==> config.mk <==
export PLATFORM = sky130hd
export DESIGN_NAME = cpm_power_ctrl
export DESIGN_NICKNAME = d
export VERILOG_FILES = /design/src/include/cpm_pkg.sv /design/src/rtl/cpm_clk_div.sv /design/src/rtl/cpm_prescaler.sv /design/src/rtl/cpm_power_ctrl.sv
export SDC_FILE = /design/constraint.sdc
export NUM_CORES = 1
export LEC_CHECK = 0
export ABC_AREA = 1
export BUFFER_PORTS_ARGS = -buffer_cell sky130_fd_sc_hd__buf_2
export CAP_MARGIN = 40
export CORE_MARGIN = 2
export CORE_UTILIZATION = 55
export CTS_CLUSTER_DIAMETER = 60
export DETAILED_ROUTE_END_ITERATION = 8
export PLACE_DENSITY_LB_ADDON = 0.25
export SETUP_SLACK_MARGIN = 0.5
export SLEW_MARGIN = 10
export SYNTH_ARGS = -nofsm -noshare
export SYNTH_HDL_FRONTEND = slang
export SYNTH_HIERARCHICAL = 1
export SYNTH_SLANG_ARGS = --single-unit
==> constraint.sdc <==
create_clock -name pclk -period 2.5 [get_ports pclk]
set_input_delay 0.5 -clock pclk [delete_from_list [all_inputs] [get_ports pclk]]
set_output_delay 0.5 -clock pclk [all_outputs]
set_load 0.01 [all_outputs]
==> src/include/cpm_pkg.sv <==
// Package of constants and types for the clock prescaler and power mode controller.
package cpm_pkg;

  // ----------------------------------------------------------------
  // Register map (byte addresses on the APB bus)
  // ----------------------------------------------------------------
  localparam logic [7:0] ADDR_SYS_CTRL_ONE = 8'h00;
  localparam logic [7:0] ADDR_SYS_CTRL_TWO = 8'h04;
  localparam logic [7:0] ADDR_MOD_HALT_ONE = 8'h08;
  localparam logic [7:0] ADDR_MOD_HALT_TWO = 8'h0C;
  localparam logic [7:0] ADDR_MODE_STATUS = 8'h10;

  // ----------------------------------------------------------------
  // Field positions and reset values
  // ----------------------------------------------------------------
  localparam int STANDBY_SELECT_BIT = 7;
  localparam int WAKE_WAIT_SEL_LSB = 4;
  localparam int SUBSLEEP_SELECT_BIT = 3;
  localparam logic [7:0] SYS_CTRL_ONE_WMASK = 8'hF0;
  localparam logic [7:0] SYS_CTRL_TWO_WMASK = 8'h0F;
  localparam logic [7:0] SYS_CTRL_ONE_RESET = 8'h00;
  localparam logic [7:0] SYS_CTRL_TWO_RESET = 8'h00;
  localparam logic [7:0] MOD_HALT_RESET = 8'h00;

  // ----------------------------------------------------------------
  // Prescaler and system clock divider
  // ----------------------------------------------------------------
  localparam int PRESCALER_WIDTH = 13;
  localparam logic [2:0] DIV_BY_1 = 3'h0;
  localparam logic [2:0] DIV_BY_8 = 3'h4;
  localparam logic [2:0] DIV_BY_16 = 3'h5;
  localparam logic [2:0] DIV_BY_32 = 3'h6;
  localparam logic [2:0] DIV_BY_64 = 3'h7;
  localparam logic [5:0] LIMIT_DIV_1 = 6'h00;
  localparam logic [5:0] LIMIT_DIV_8 = 6'h07;
  localparam logic [5:0] LIMIT_DIV_16 = 6'h0F;
  localparam logic [5:0] LIMIT_DIV_32 = 6'h1F;
  localparam logic [5:0] LIMIT_DIV_64 = 6'h3F;

  // ----------------------------------------------------------------
  // Wake settling wait, counted in oscillator clocks
  // ----------------------------------------------------------------
  localparam int WAKE_WAIT_WIDTH = 20;
  localparam logic [2:0] WAKE_WAIT_SEL_MIN = 3'h7;
  localparam logic [19:0] WAKE_WAIT_MIN_CYCLES = 20'h00010;

  // Operating modes of the controller.
  typedef enum logic [2:0] {
    MODE_ACTIVE = 3'b000,
    MODE_SLEEP = 3'b001,
    MODE_STANDBY = 3'b010,
    MODE_SUBSLEEP = 3'b011,
    MODE_WAKE_WAIT = 3'b100
  } cpm_mode_t;

endpackage : cpm_pkg

==> src/rtl/cpm_clk_div.sv <==
// System clock divider: turns the oscillator clock into a system clock tick.
module cpm_clk_div (
  input wire logic pclk, // Oscillator clock.
  input wire logic presetn, // Asynchronous reset, active low.
  input wire logic run, // High while the system clock generator runs.
  input wire logic [2:0] div_sel, // Active clock divide code.
  output logic tick // One pulse per system clock period.
);

  logic [5:0] cnt_reg;
  logic [5:0] cnt_next;
  logic tick_reg;
  logic tick_next;
  logic [5:0] limit;

  // Decodes the divide code into the last count of one period.
  always_comb begin
    case (div_sel)
      cpm_pkg::DIV_BY_8: limit = cpm_pkg::LIMIT_DIV_8;
      cpm_pkg::DIV_BY_16: limit = cpm_pkg::LIMIT_DIV_16;
      cpm_pkg::DIV_BY_32: limit = cpm_pkg::LIMIT_DIV_32;
      cpm_pkg::DIV_BY_64: limit = cpm_pkg::LIMIT_DIV_64;
      default: limit = cpm_pkg::LIMIT_DIV_1;
    endcase
  end

  // Counts oscillator clocks and marks the end of each system clock period.
  always_comb begin
    cnt_next = cnt_reg;
    tick_next = 1'b0;
    if (!run) begin
      cnt_next = 6'h00;
    end else if (cnt_reg >= limit) begin
      cnt_next = 6'h00;
      tick_next = 1'b1;
    end else begin
      cnt_next = cnt_reg + 6'h01;
    end
  end

  // Registers the divider state.
  always_ff @(posedge pclk or negedge presetn) begin
    if (!presetn) begin
      cnt_reg <= 6'h00;
      tick_reg <= 1'b0;
    end else begin
      cnt_reg <= cnt_next;
      tick_reg <= tick_next;
    end
  end

  assign tick = tick_reg;

endmodule : cpm_clk_div

==> src/rtl/cpm_prescaler.sv <==
// Free-running prescaler that supplies the divided clock taps.
module cpm_prescaler (
  input wire logic pclk, // Oscillator clock.
  input wire logic presetn, // Asynchronous reset, active low.
  input wire logic advance, // System clock tick.
  input wire logic clear, // Holds the count at zero.
  output logic [12:0] count // Prescaler count, bit i toggles at tick rate over 2 to the i.
);

  logic [12:0] cnt_reg;
  logic [12:0] cnt_next;

  // Advances once per system clock period unless held cleared.
  always_comb begin
    cnt_next = cnt_reg;
    if (clear) begin
      cnt_next = 13'h0000;
    end else if (advance) begin
      cnt_next = cnt_reg + 13'h0001;
    end
  end

  // Registers the count; reset clears it and counting starts on release.
  always_ff @(posedge pclk or negedge presetn) begin
    if (!presetn) begin
      cnt_reg <= 13'h0000;
    end else begin
      cnt_reg <= cnt_next;
    end
  end

  assign count = cnt_reg;

endmodule : cpm_prescaler

==> src/rtl/cpm_power_ctrl.sv <==
// Top of the clock prescaler and power mode controller with its APB register slave.
//
// How it works
// - The prescaler is a 13-bit counter that advances once per system clock period.
// - Reset clears the prescaler to zero and it counts as soon as reset is released.
// - In standby and subsleep the system clock stops and the prescaler is held at zero.
// - Software has no register path to read or write the prescaler count.
// - Taps from the system clock over 2 to over 8192 are offered to every peripheral.
// - In active and sleep the prescaler clock is the oscillator divided by the divide field.
// - The system clock is the oscillator undivided or divided by 8, 16, 32 or 64.
// - In sleep the processor halts while peripherals keep running on the system clock.
// - In standby and subsleep everything halts, and subsleep also holds the I/O ports.
// - Each peripheral can be halted on its own, whatever the current mode.
// - A sleep request enters sleep when standby select is 0; when it is 1, subsleep if subsleep select is 1 and standby if it is 0.
// - A wake from standby holds processor and peripherals for the selected settling wait.
// - The four low bits of the first control register read as zero and ignore writes.
//
// Added by the designer: the register offsets and the APB interface to the registers.
module cpm_power_ctrl #(
  parameter int WAKE_WAIT_BASE = 8192 // Oscillator clocks of the longest-but-six wait step.
) (
  input wire logic pclk, // Oscillator clock, 100 MHz.
  input wire logic presetn, // Asynchronous reset, active low.
  input wire logic psel, // APB select.
  input wire logic penable, // APB enable.
  input wire logic pwrite, // APB direction, high for write.
  input wire logic [7:0] paddr, // APB byte address.
  input wire logic [31:0] pwdata, // APB write data.
  output logic [31:0] prdata, // APB read data.
  output logic pready, // APB ready.
  output logic pslverr, // APB error for an unmapped address.
  input wire logic sleep_req, // Pulse: the processor executed the sleep instruction.
  input wire logic wake_irq, // Level: an interrupt asks to leave a low power mode.
  output logic cpu_run, // High while the processor may run.
  output logic periph_run, // High while peripherals may run.
  output logic port_hold, // High while I/O ports hold their state.
  output logic sys_tick, // One pulse per system clock period.
  output logic [12:0] clk_taps, // Prescaler taps, bit i is system clock over 2 to the i+1.
  output logic [15:0] module_run, // Per peripheral run enable.
  output logic [2:0] mode // Current operating mode code.
);

  // ----------------------------------------------------------------
  // Declarations
  // ----------------------------------------------------------------
  logic [7:0] sys_ctrl_one_reg;
  logic [7:0] sys_ctrl_one_next;
  logic [7:0] sys_ctrl_two_reg;
  logic [7:0] sys_ctrl_two_next;
  logic [15:0] mod_halt_reg;
  logic [15:0] mod_halt_next;
  logic [31:0] prdata_reg;
  logic [31:0] prdata_next;
  logic pready_reg;
  logic pready_next;
  logic pslverr_reg;
  logic pslverr_next;
  cpm_pkg::cpm_mode_t mode_reg;
  cpm_pkg::cpm_mode_t mode_next;
  logic [19:0] wait_reg;
  logic [19:0] wait_next;
  logic cpu_run_reg;
  logic cpu_run_next;
  logic periph_run_reg;
  logic periph_run_next;
  logic port_hold_reg;
  logic port_hold_next;
  logic [15:0] module_run_reg;
  logic [15:0] module_run_next;
  logic setup_phase;
  logic access_done;
  logic addr_hit;
  logic [7:0] read_byte;
  logic clk_gen_run;
  logic tick_w;
  logic [12:0] count_w;
  logic [2:0] wake_sel;
  logic [19:0] wake_load;
  logic standby_select;
  logic subsleep_select;

  // ----------------------------------------------------------------
  // Field views
  // ----------------------------------------------------------------
  // Splits the control registers into their fields.
  assign standby_select = sys_ctrl_one_reg[cpm_pkg::STANDBY_SELECT_BIT];
  assign wake_sel = sys_ctrl_one_reg[cpm_pkg::WAKE_WAIT_SEL_LSB +: 3];
  assign subsleep_select = sys_ctrl_two_reg[cpm_pkg::SUBSLEEP_SELECT_BIT];

  // ----------------------------------------------------------------
  // APB slave
  // ----------------------------------------------------------------
  // Qualifies the two phases of a transfer.
  assign setup_phase = psel && !penable;
  assign access_done = psel && penable && pready_reg;

  // Decodes the address and selects the byte returned on a read.
  always_comb begin
    addr_hit = 1'b1;
    read_byte = 8'h00;
    case (paddr)
      cpm_pkg::ADDR_SYS_CTRL_ONE: read_byte = sys_ctrl_one_reg & cpm_pkg::SYS_CTRL_ONE_WMASK;
      cpm_pkg::ADDR_SYS_CTRL_TWO: read_byte = sys_ctrl_two_reg;
      cpm_pkg::ADDR_MOD_HALT_ONE: read_byte = mod_halt_reg[7:0];
      cpm_pkg::ADDR_MOD_HALT_TWO: read_byte = mod_halt_reg[15:8];
      cpm_pkg::ADDR_MODE_STATUS: read_byte = {5'h00, mode_reg};
      default: addr_hit = 1'b0;
    endcase
  end

  // Answers every transfer in its first access cycle with registered data.
  always_comb begin
    pready_next = setup_phase;
    prdata_next = prdata_reg;
    pslverr_next = 1'b0;
    if (setup_phase) begin
      prdata_next = pwrite ? 32'h00000000 : {24'h000000, read_byte};
      pslverr_next = !addr_hit;
    end else if (access_done) begin
      prdata_next = 32'h00000000;
    end
  end

  // Applies a write at the edge that completes the access phase.
  always_comb begin
    sys_ctrl_one_next = sys_ctrl_one_reg;
    sys_ctrl_two_next = sys_ctrl_two_reg;
    mod_halt_next = mod_halt_reg;
    if (access_done && pwrite) begin
      case (paddr)
        cpm_pkg::ADDR_SYS_CTRL_ONE: begin
          sys_ctrl_one_next = pwdata[7:0] & cpm_pkg::SYS_CTRL_ONE_WMASK;
        end
        cpm_pkg::ADDR_SYS_CTRL_TWO: begin
          sys_ctrl_two_next = pwdata[7:0] & cpm_pkg::SYS_CTRL_TWO_WMASK;
        end
        cpm_pkg::ADDR_MOD_HALT_ONE: begin
          mod_halt_next[7:0] = pwdata[7:0];
        end
        cpm_pkg::ADDR_MOD_HALT_TWO: begin
          mod_halt_next[15:8] = pwdata[7:0];
        end
        default: begin
          mod_halt_next = mod_halt_reg;
        end
      endcase
    end
  end

  // Registers the bus answer and the control registers.
  always_ff @(posedge pclk or negedge presetn) begin
    if (!presetn) begin
      prdata_reg <= 32'h00000000;
      pready_reg <= 1'b0;
      pslverr_reg <= 1'b0;
      sys_ctrl_one_reg <= cpm_pkg::SYS_CTRL_ONE_RESET;
      sys_ctrl_two_reg <= cpm_pkg::SYS_CTRL_TWO_RESET;
      mod_halt_reg <= {cpm_pkg::MOD_HALT_RESET, cpm_pkg::MOD_HALT_RESET};
    end else begin
      prdata_reg <= prdata_next;
      pready_reg <= pready_next;
      pslverr_reg <= pslverr_next;
      sys_ctrl_one_reg <= sys_ctrl_one_next;
      sys_ctrl_two_reg <= sys_ctrl_two_next;
      mod_halt_reg <= mod_halt_next;
    end
  end

  // ----------------------------------------------------------------
  // Mode control
  // ----------------------------------------------------------------
  // Length of the settling wait for the selected wake wait code.
  always_comb begin
    if (wake_sel == cpm_pkg::WAKE_WAIT_SEL_MIN) begin
      wake_load = cpm_pkg::WAKE_WAIT_MIN_CYCLES;
    end else begin
      wake_load = 20'(WAKE_WAIT_BASE << wake_sel);
    end
  end

  // Steps through the operating modes on sleep requests and wake interrupts.
  always_comb begin
    mode_next = mode_reg;
    wait_next = wait_reg;
    case (mode_reg)
      cpm_pkg::MODE_ACTIVE: begin
        if (sleep_req) begin
          if (!standby_select) begin
            mode_next = cpm_pkg::MODE_SLEEP;
          end else if (subsleep_select) begin
            mode_next = cpm_pkg::MODE_SUBSLEEP;
          end else begin
            mode_next = cpm_pkg::MODE_STANDBY;
          end
        end
      end
      cpm_pkg::MODE_SLEEP: begin
        if (wake_irq) begin
          mode_next = cpm_pkg::MODE_ACTIVE;
        end
      end
      cpm_pkg::MODE_STANDBY: begin
        if (wake_irq) begin
          mode_next = cpm_pkg::MODE_WAKE_WAIT;
          wait_next = wake_load - 20'h00001;
        end
      end
      cpm_pkg::MODE_SUBSLEEP: begin
        if (wake_irq) begin
          mode_next = cpm_pkg::MODE_ACTIVE;
        end
      end
      cpm_pkg::MODE_WAKE_WAIT: begin
        if (wait_reg == 20'h00000) begin
          mode_next = cpm_pkg::MODE_ACTIVE;
        end else begin
          wait_next = wait_reg - 20'h00001;
        end
      end
      default: begin
        mode_next = cpm_pkg::MODE_ACTIVE;
        wait_next = 20'h00000;
      end
    endcase
  end

  // Derives the run and hold enables from the next mode.
  always_comb begin
    cpu_run_next = 1'b0;
    periph_run_next = 1'b0;
    port_hold_next = 1'b0;
    case (mode_next)
      cpm_pkg::MODE_ACTIVE: begin
        cpu_run_next = 1'b1;
        periph_run_next = 1'b1;
      end
      cpm_pkg::MODE_SLEEP: begin
        periph_run_next = 1'b1;
      end
      cpm_pkg::MODE_SUBSLEEP: begin
        port_hold_next = 1'b1;
      end
      default: begin
        cpu_run_next = 1'b0;
      end
    endcase
    module_run_next = {16{periph_run_next}} & ~mod_halt_next;
  end

  // Registers the mode state and the enables it drives.
  always_ff @(posedge pclk or negedge presetn) begin
    if (!presetn) begin
      mode_reg <= cpm_pkg::MODE_ACTIVE;
      wait_reg <= 20'h00000;
      cpu_run_reg <= 1'b1;
      periph_run_reg <= 1'b1;
      port_hold_reg <= 1'b0;
      module_run_reg <= 16'hFFFF;
    end else begin
      mode_reg <= mode_next;
      wait_reg <= wait_next;
      cpu_run_reg <= cpu_run_next;
      periph_run_reg <= periph_run_next;
      port_hold_reg <= port_hold_next;
      module_run_reg <= module_run_next;
    end
  end

  // ----------------------------------------------------------------
  // Clock generation
  // ----------------------------------------------------------------
  // The system clock generator runs only in active and sleep. It follows the mode being
  // entered, so the divider and prescaler are already clear in the first stopped cycle.
  assign clk_gen_run = (mode_next == cpm_pkg::MODE_ACTIVE)
    || (mode_next == cpm_pkg::MODE_SLEEP);

  // Divides the oscillator clock by the active clock divide field.
  cpm_clk_div u_clk_div (
    .pclk(pclk),
    .presetn(presetn),
    .run(clk_gen_run),
    .div_sel(sys_ctrl_two_reg[2:0]),
    .tick(tick_w)
  );

  // Counts system clock periods into the shared taps.
  cpm_prescaler u_prescaler (
    .pclk(pclk),
    .presetn(presetn),
    .advance(tick_w),
    .clear(!clk_gen_run),
    .count(count_w)
  );

  // ----------------------------------------------------------------
  // Outputs
  // ----------------------------------------------------------------
  // Every output comes from a register.
  assign prdata = prdata_reg;
  assign pready = pready_reg;
  assign pslverr = pslverr_reg;
  assign cpu_run = cpu_run_reg;
  assign periph_run = periph_run_reg;
  assign port_hold = port_hold_reg;
  assign module_run = module_run_reg;
  assign mode = mode_reg;
  assign sys_tick = tick_w;
  assign clk_taps = count_w;

endmodule : cpm_power_ctrl

==> results.py, run 1 <==
metrics = {
    "sta": {
        "post-route-min-period_ns": 1.924,
        "maxSlewHeadroom_pct": 60.29,
        "finalMaxSlewViolations": 0,
        "timing.final.crit_share_pct": 76.95,
        "setup_viol": 0,
        "worstMarginPinSlew_ns": 0.5916,
        "setup_ws_ns": 0.5764,
        "rsz0062_at_grt": "true",
        "fmax_ghz": 0.5198,
        "setup-tns-final_ns": 0,
        "finalHoldViolations": 0,
        "fin_skew_ns": 0.006204,
    },
    "worst_setup_path": {
        "cpMostUsedCell": "nand2_1",
        "worst_path_max_delay_cell": "dfrtp_2",
        "crit_start": "mode[2]",
        "cp_cell_sequence": "buf_4 -> inv_2 -> nor2_1 -> nand2_1 -> nor2_1 -> nand3_2 -> nand3_4 -> nand2_8 -> o21ai_4 -> nor2_2 -> and2_1 -> nand2_1 -> nand2_1 -> nor2_2",
        "slowest_delay_ns": 0.37,
        "r2r-end": "u_prescaler/count[9]",
        "cp_data_required_time_ns": 2.81,
        "ff2ff_setup_slack_ns": 0.58,
        "arrival_ns": 2.23,
        "cp-start-kind": "flop",
        "cp-end-kind": "flop",
        "worstSetupEndpoint": "u_prescaler/count[9]",
        "worstPathMaxFanout": 8,
        "crit_type": "flop to flop",
        "r2r_cells": 14,
        "reg2reg_from": "mode[2]",
    },
    "place": {
        "dpl.cell_count": 871,
        "io_buffers": 68,
        "gp_congestion": 0.9079,
        "dp_slack_ns": 0.4278,
        "dp_hpwl_um": 8974,
    },
    "synthesis": {
        "syn_inst": 680,
        "ys_types": 43,
        "yosys_register_bits": 96,
        "syn-cell-area_sq_um": 5385,
        "ys_seq_area_share_pct": 45.03,
        "yosysWarnings": 6,
        "synth.avg_cell_area_sq_um": 7.919,
    },
    "drt": {
        "wirelength_um": 12380,
        "num_vias": 4621,
        "ant_nets": 0,
        "routedWlPerCell_um": 13.83,
        "dr.pass1.iters": 5,
        "viasPerCell": 5.163,
        "drc": 0,
        "first_iter_violations": 291,
    },
    "clock_tree": {
        "clk_latency_ns": 0.37,
        "htreeDepth": 3,
        "clock-sinks": 96,
        "hold_buffers": 0,
        "clkTransAtPathRegs_ns": 0.09,
        "cts_tree": "done",
        "cts_root_buf": "clkbuf_8",
        "numCtsBuffers": 9,
        "clk_path_buf_depth": 2,
    },
    "die": {
        "rows": 36,
        "core_sq_um": 9639,
        "initial_core_util_pct": 55.87,
        "die_w_um": 103.0,
        "io_pins": 117,
        "die-area_sq_um": 10600,
        "die_y_um": 103.0,
    },
    "hold_path": {
        "hold_path.class": "input pin to asynchronous set/reset pin",
    },
    "global_routing": {
        "antenna_found_initial": 0,
        "grt_max_degree": 70,
        "grt_pass1_wl_um": 20020,
        "track_usage_pct": 24.18,
        "grt_pass1_vias": 4410,
        "grt_overflow_total": 0,
    },
    "outcome": {
        "status": "finished clean",
    },
    "pwr": {
        "power_mw": 5.565,
        "ir_drop_v": 0.0005849,
        "powerDensity_nw_per_um2": 914.4,
        "p_leak_nw": 3.080,
    },
    "layout": {
        "largest_reg_flops": 20,
        "post-route-util_pct": 63.14,
        "nNetsFinal": 813,
        "syn_to_final_growth_pct": 13.01,
        "layout-drive-gt1-share_pct": 23.75,
        "antennaDiodeCount": 0,
        "instances_no_fill": 895,
    },
    "job": {
        "cap_violations": 0,
    },
}
==> per-layer routing <==
metal,GRT usage [%],part of all wire [%],up-vias
met1,30.46,44,2180
met5,0,0,-
met3,4.542,4.3,28
met4,11.23,2.6,0
met2,40.41,50,134
li1,-,-,2279
==> kinds of logic after synthesis <==
group	count (synthesis)	share of synthesized area [%]
AOI/OAI and AO/OA	72	7.900
and+or+nand+nor	376	32.46
xor gates and xnor gates	10	1.627
DFF	96	45.03
adders and majority gates	9	2.091
buffers and inverters	116	10.83
other	1	0.06964
==> timing repair <==
action,in CTS,in global routing
setup endpoints to repair,9,20
pin swaps,0,9
buffers inserted,1,6
resized for setup,1,16
cloned,0,1
==> critical path, delay by kind of cell (launching register included) <==
family | cells | cell delay, ns
AO/OA/AOI/OAI | 1 | 0.19
buffers and inverters | 2 | 0.21
flip-flops | 1 | 0.37
AND/OR/NAND/NOR | 11 | 1.07
==> Yosys cell counts, drive strengths merged <==
library cell / count / area share [%]
nand2: 182 / 13
nor2: 99 / 8.1
dfrtp: 78 / 36
nand3: 77 / 8.5
inv: 76 / 5.3
o21ai: 43 / 4.1
buf: 37 / 5.3
dfstp: 18 / 8.8
a21oi: 12 / 1.2
ha: 9 / 2.1
o22ai: 8 / 0.93
xor2: 8 / 1.3
nand4: 5 / 0.58
nor3: 5 / 0.88
clkbuf: 3 / 0.21
o2111ai: 3 / 0.49
a31oi: 2 / 0.35
and3: 2 / 0.23
nand3b: 2 / 0.35
nor3b: 2 / 0.28
o211ai: 2 / 0.28
xnor2: 2 / 0.33
a21boi: 1 / 0.14
and2: 1 / 0.12
conb: 1 / 0.070
o31ai: 1 / 0.39
or2: 1 / 0.12
==> layout by cell type, fill, tap and decap left out, types with 5 or more instances in the layout <==
| cell | n |
|---|---|
| nand2_1 | 172 |
| nor2_1 | 80 |
| dfrtp_1 | 74 |
| inv_1 | 67 |
| buf_2 | 67 |
| nand3_1 | 65 |
| conb_1 | 24 |
| o21ai_1 | 22 |
| o21ai_0 | 19 |
| dfstp_2 | 18 |
| buf_4 | 14 |
| nor2_2 | 13 |
| nand3_2 | 10 |
| a21oi_1 | 10 |
| clkbuf_8 | 10 |
| inv_2 | 9 |
| o22ai_1 | 8 |
| xor2_1 | 8 |
| ha_1 | 8 |
| nor2_4 | 7 |
| nand2_2 | 7 |
| nand4_1 | 5 |
==> final cells by class <==
class,count,area (sq um)
multi-input cells,492,2537
well taps,133,166.4
inverters,76,285.3
fillers,865,3553
flip-flops and latches,96,2430
clock inverters,5,65.06
repair buffers,82,460.4
clock buffers,11,141.4
==> per-stage QoR <==
step | cell area (sq um) | hold WS [ns]
finish | 6086 | 0.05176
global route | 6086 | 0.06848
CTS | 5966 | 0.05129
detailed placement | 5751 | 0.4577
global placement | 5751 | 0.4505
floorplan | 5474 | 0.2044
==> worst min-delay path by stage <==
stage | start | slack, ns | end
floorplan | presetn | 0.20 | mod_halt_reg[0]
global placement | presetn | 0.45 | port_hold
detailed placement | presetn | 0.46 | wait_reg[9]
CTS | presetn | 0.05 | wait_reg[11]
global route | presetn | 0.07 | wait_reg[11]
finish | presetn | 0.05 | wait_reg[6]
==> report_power, final <==
group / internal (mW) / switching (mW) / leakage, nW
Combinational: 0.771 / 1.49 / 1.74
Sequential: 1.98 / 0.263 / 1.23
Clock: 0.499 / 0.561 / 0.104
(Power assumes the default switching activity.)
==> inputs of run 2 (changes only) <==
==> constraint.sdc (replaced) <==
create_clock -name pclk -period 2 [get_ports pclk]
set_input_delay 0.4 -clock pclk [delete_from_list [all_inputs] [get_ports pclk]]
set_output_delay 0.4 -clock pclk [all_outputs]
set_load 0.01 [all_outputs]
==> run 2 against run 1 <==
Effect of this change: sequential share of layout area decreased by 6.4 points; register-to-register slack lost 0.39 ns; die area stayed put; clock skew rose by 0.014 ns; highest routed layer unchanged.
==> results.py, run 2 (synthesis results as in run 1) <==
metrics = {
    "pwr": {
        "switchingPower_mw": 3.503,
        "power_mw": 8.695,
        "clock_power_share_pct": 17.1,
        "powerDensity_nw_per_um2": 1201,
        "p_seq_share_pct": 32.1,
        "p_leak_nw": 3.596,
        "p_int_mw": 5.192,
        "ir_drop_v": 0.0007659,
        "p_comb_share_pct": 50.7,
        "p_sw_share_pct": 40.29,
    },
    "worst_setup_path": {
        "cp_data_required_time_ns": 2.26,
        "worst_path_max_delay_cell": "dfrtp_2",
        "ff2ff_setup_slack_ns": 0.19,
        "crit_family": "simple AND/OR/NAND/NOR gates",
        "slowest_delay_ns": 0.47,
        "crit_start": "mode[0]",
        "r2r-end": "wait_reg[19]",
        "crit_type": "flop to flop",
        "cpMostUsedCell": "nand2_1",
        "path_buf_inv": 1,
        "worstPathMaxFanout": 8,
        "cp_cell_sequence": "nor2_4 -> nand2_4 -> buf_6 -> nand2_1 -> nand2_2 -> nand3_2 -> nor2_4 -> nand3_1 -> nand2_1 -> nand3_1 -> nand2_1",
        "cp-start-kind": "flop",
        "r2r_cells": 11,
        "reg2reg_from": "mode[0]",
        "arrival_ns": 2.08,
        "cp-end-kind": "flop",
    },
    "drt": {
        "ant_nets": 0,
        "num_vias": 5113,
        "wirelength_um": 14750,
        "first_iter_violations": 259,
        "viasPerCell": 5.320,
        "dr.pass1.iters": 5,
        "routedWlPerCell_um": 15.35,
        "drc": 0,
    },
    "die": {
        "io_pins": 117,
        "rows": 36,
        "die-area_sq_um": 10600,
        "initial_core_util_pct": 55.87,
        "die_w_um": 103.0,
        "die_y_um": 103.0,
        "core_sq_um": 9639,
    },
    "clock_tree": {
        "clk_path_buf_depth": 2,
        "cts_tree": "done",
        "numCtsBuffers": 9,
        "clk_latency_ns": 0.38,
        "cts_root_buf": "clkbuf_8",
        "clock-sinks": 96,
        "htreeDepth": 3,
        "clkTransAtPathRegs_ns": 0.10,
    },
    "layout": {
        "layout-drive-gt1-share_pct": 40.46,
        "final_common_cell": "nand2_1",
        "syn_to_final_growth_pct": 34.41,
        "largest_reg_flops": 20,
        "stdcell_area_sq_um": 7238,
        "antennaDiodeCount": 0,
        "nNetsFinal": 879,
        "final_cell_mix": "157 x nand2_1, 74 x dfrtp_1, 67 x buf_2",
    },
    "sta": {
        "timing.final.crit_share_pct": 90.74,
        "post-route-min-period_ns": 1.815,
        "worstMarginPinSlew_ns": 0.5901,
        "setup-tns-final_ns": 0,
        "fin_skew_ns": 0.01979,
        "fmax_ghz": 0.5510,
        "finalMaxSlewViolations": 0,
        "finalHoldViolations": 0,
        "rsz0062_at_grt": "true",
        "setup_viol": 0,
        "maxSlewHeadroom_pct": 60.40,
        "setup_ws_ns": 0.1852,
    },
    "global_routing": {
        "grt_max_degree": 39,
        "antenna_found_initial": 0,
        "track_usage_pct": 27.66,
        "grt_pass1_vias": 4927,
        "grt_overflow_total": 0,
        "grt_pass1_wl_um": 22850,
    },
    "hold_path": {
        "worst_hold_path.num_cells": 3,
        "hold_end": "pslverr",
        "hold_path.class": "input pin to flop",
        "hp-start": "psel",
    },
    "outcome": {
        "status": "finished clean",
    },
    "job": {
        "cap_violations": 0,
    },
    "place": {
        "dp_hpwl_um": 9001,
        "dp_slack_ns": 0.08941,
        "io_buffers": 68,
        "gp_congestion": 0.9113,
        "postPlaceCellArea_sq_um": 5922,
    },
}
==> run 2: cell types whose count changed in the layout (fill, tap and decap cells not counted), sizes merged <==
cell,delta
bufinv,+1
clkinvlp,+2
dlygate4sd3,+1
buf,+63
clkbuf,+3
inv,-2
clkinv,-2
==> run 2: timing repair <==
item / CTS / global route
setup endpoints to repair: 57 / 91
resized for setup: 75 / 97
hold endpoints to repair: 23 / 0
hold buffers: 1 / 0
pin swaps: 22 / 28
gates cloned: 3 / 1
setup buffers: 36 / 24
==> run 2: power groups by stage <==
stage | logic [mW] | clock network (mW) | registers, mW
2_1_floorplan | 1.90 | 0 | 2.92
3_3_place_gp | 2.59 | 0 | 2.85
3_5_place_dp | 2.66 | 0 | 2.85
4_1_cts | 3.59 | 1.50 | 2.79
5_1_grt | 4.71 | 1.59 | 2.84
6_report | 4.41 | 1.49 | 2.79
==> run 2: cell type report <==
class | count | area, sq um
inverter | 76 | 329.1
timing repair buffer | 146 | 1065
clock inverter | 2 | 60.06
sequential | 96 | 2430
tap | 133 | 166.4
fill | 686 | 2401
clock buffer | 14 | 172.7
multi-input combinational | 492 | 3002
timing repair inverter | 2 | 13.76
==> run 2: worst min-delay path: cells and delay by family <==
family                 cells  cell delay, ns
buffers and inverters      1            0.11
and+or+nand+nor            2            0.12
==> run 2: stage by stage <==
step                hold WS [ns]  std cells  util [%]
floorplan                 0.1044        703         -
global placement          0.3414        880     61.44
detailed placement        0.3430        880     61.44
CTS                       0.2879        936     69.69
global route              0.2991        961     75.09
finish                    0.2927        961     75.09
==> run 2: metal layers <==
metal	wire length, um	global-route usage, %	share of wire [%]	up-vias
li1	-	-	-	2416
met1	5828	33.51	40	2426
met2	7461	47.65	51	206
met3	740	4.610	5.0	65
met4	721	13.87	4.9	0
met5	0	0	0	-
==> run 2: worst max-delay path by stage <==
stage                                       to  slack [ns]  cells past startpoint
after floorplan           u_prescaler/count[9]        0.13                     13
after global placement    u_prescaler/count[4]        0.13                      9
after detailed placement  u_prescaler/count[9]        0.09                     11
after CTS                 u_prescaler/count[9]        0.23                     11
after global routing              wait_reg[19]        0.09                     11
final                             wait_reg[19]        0.19                     11
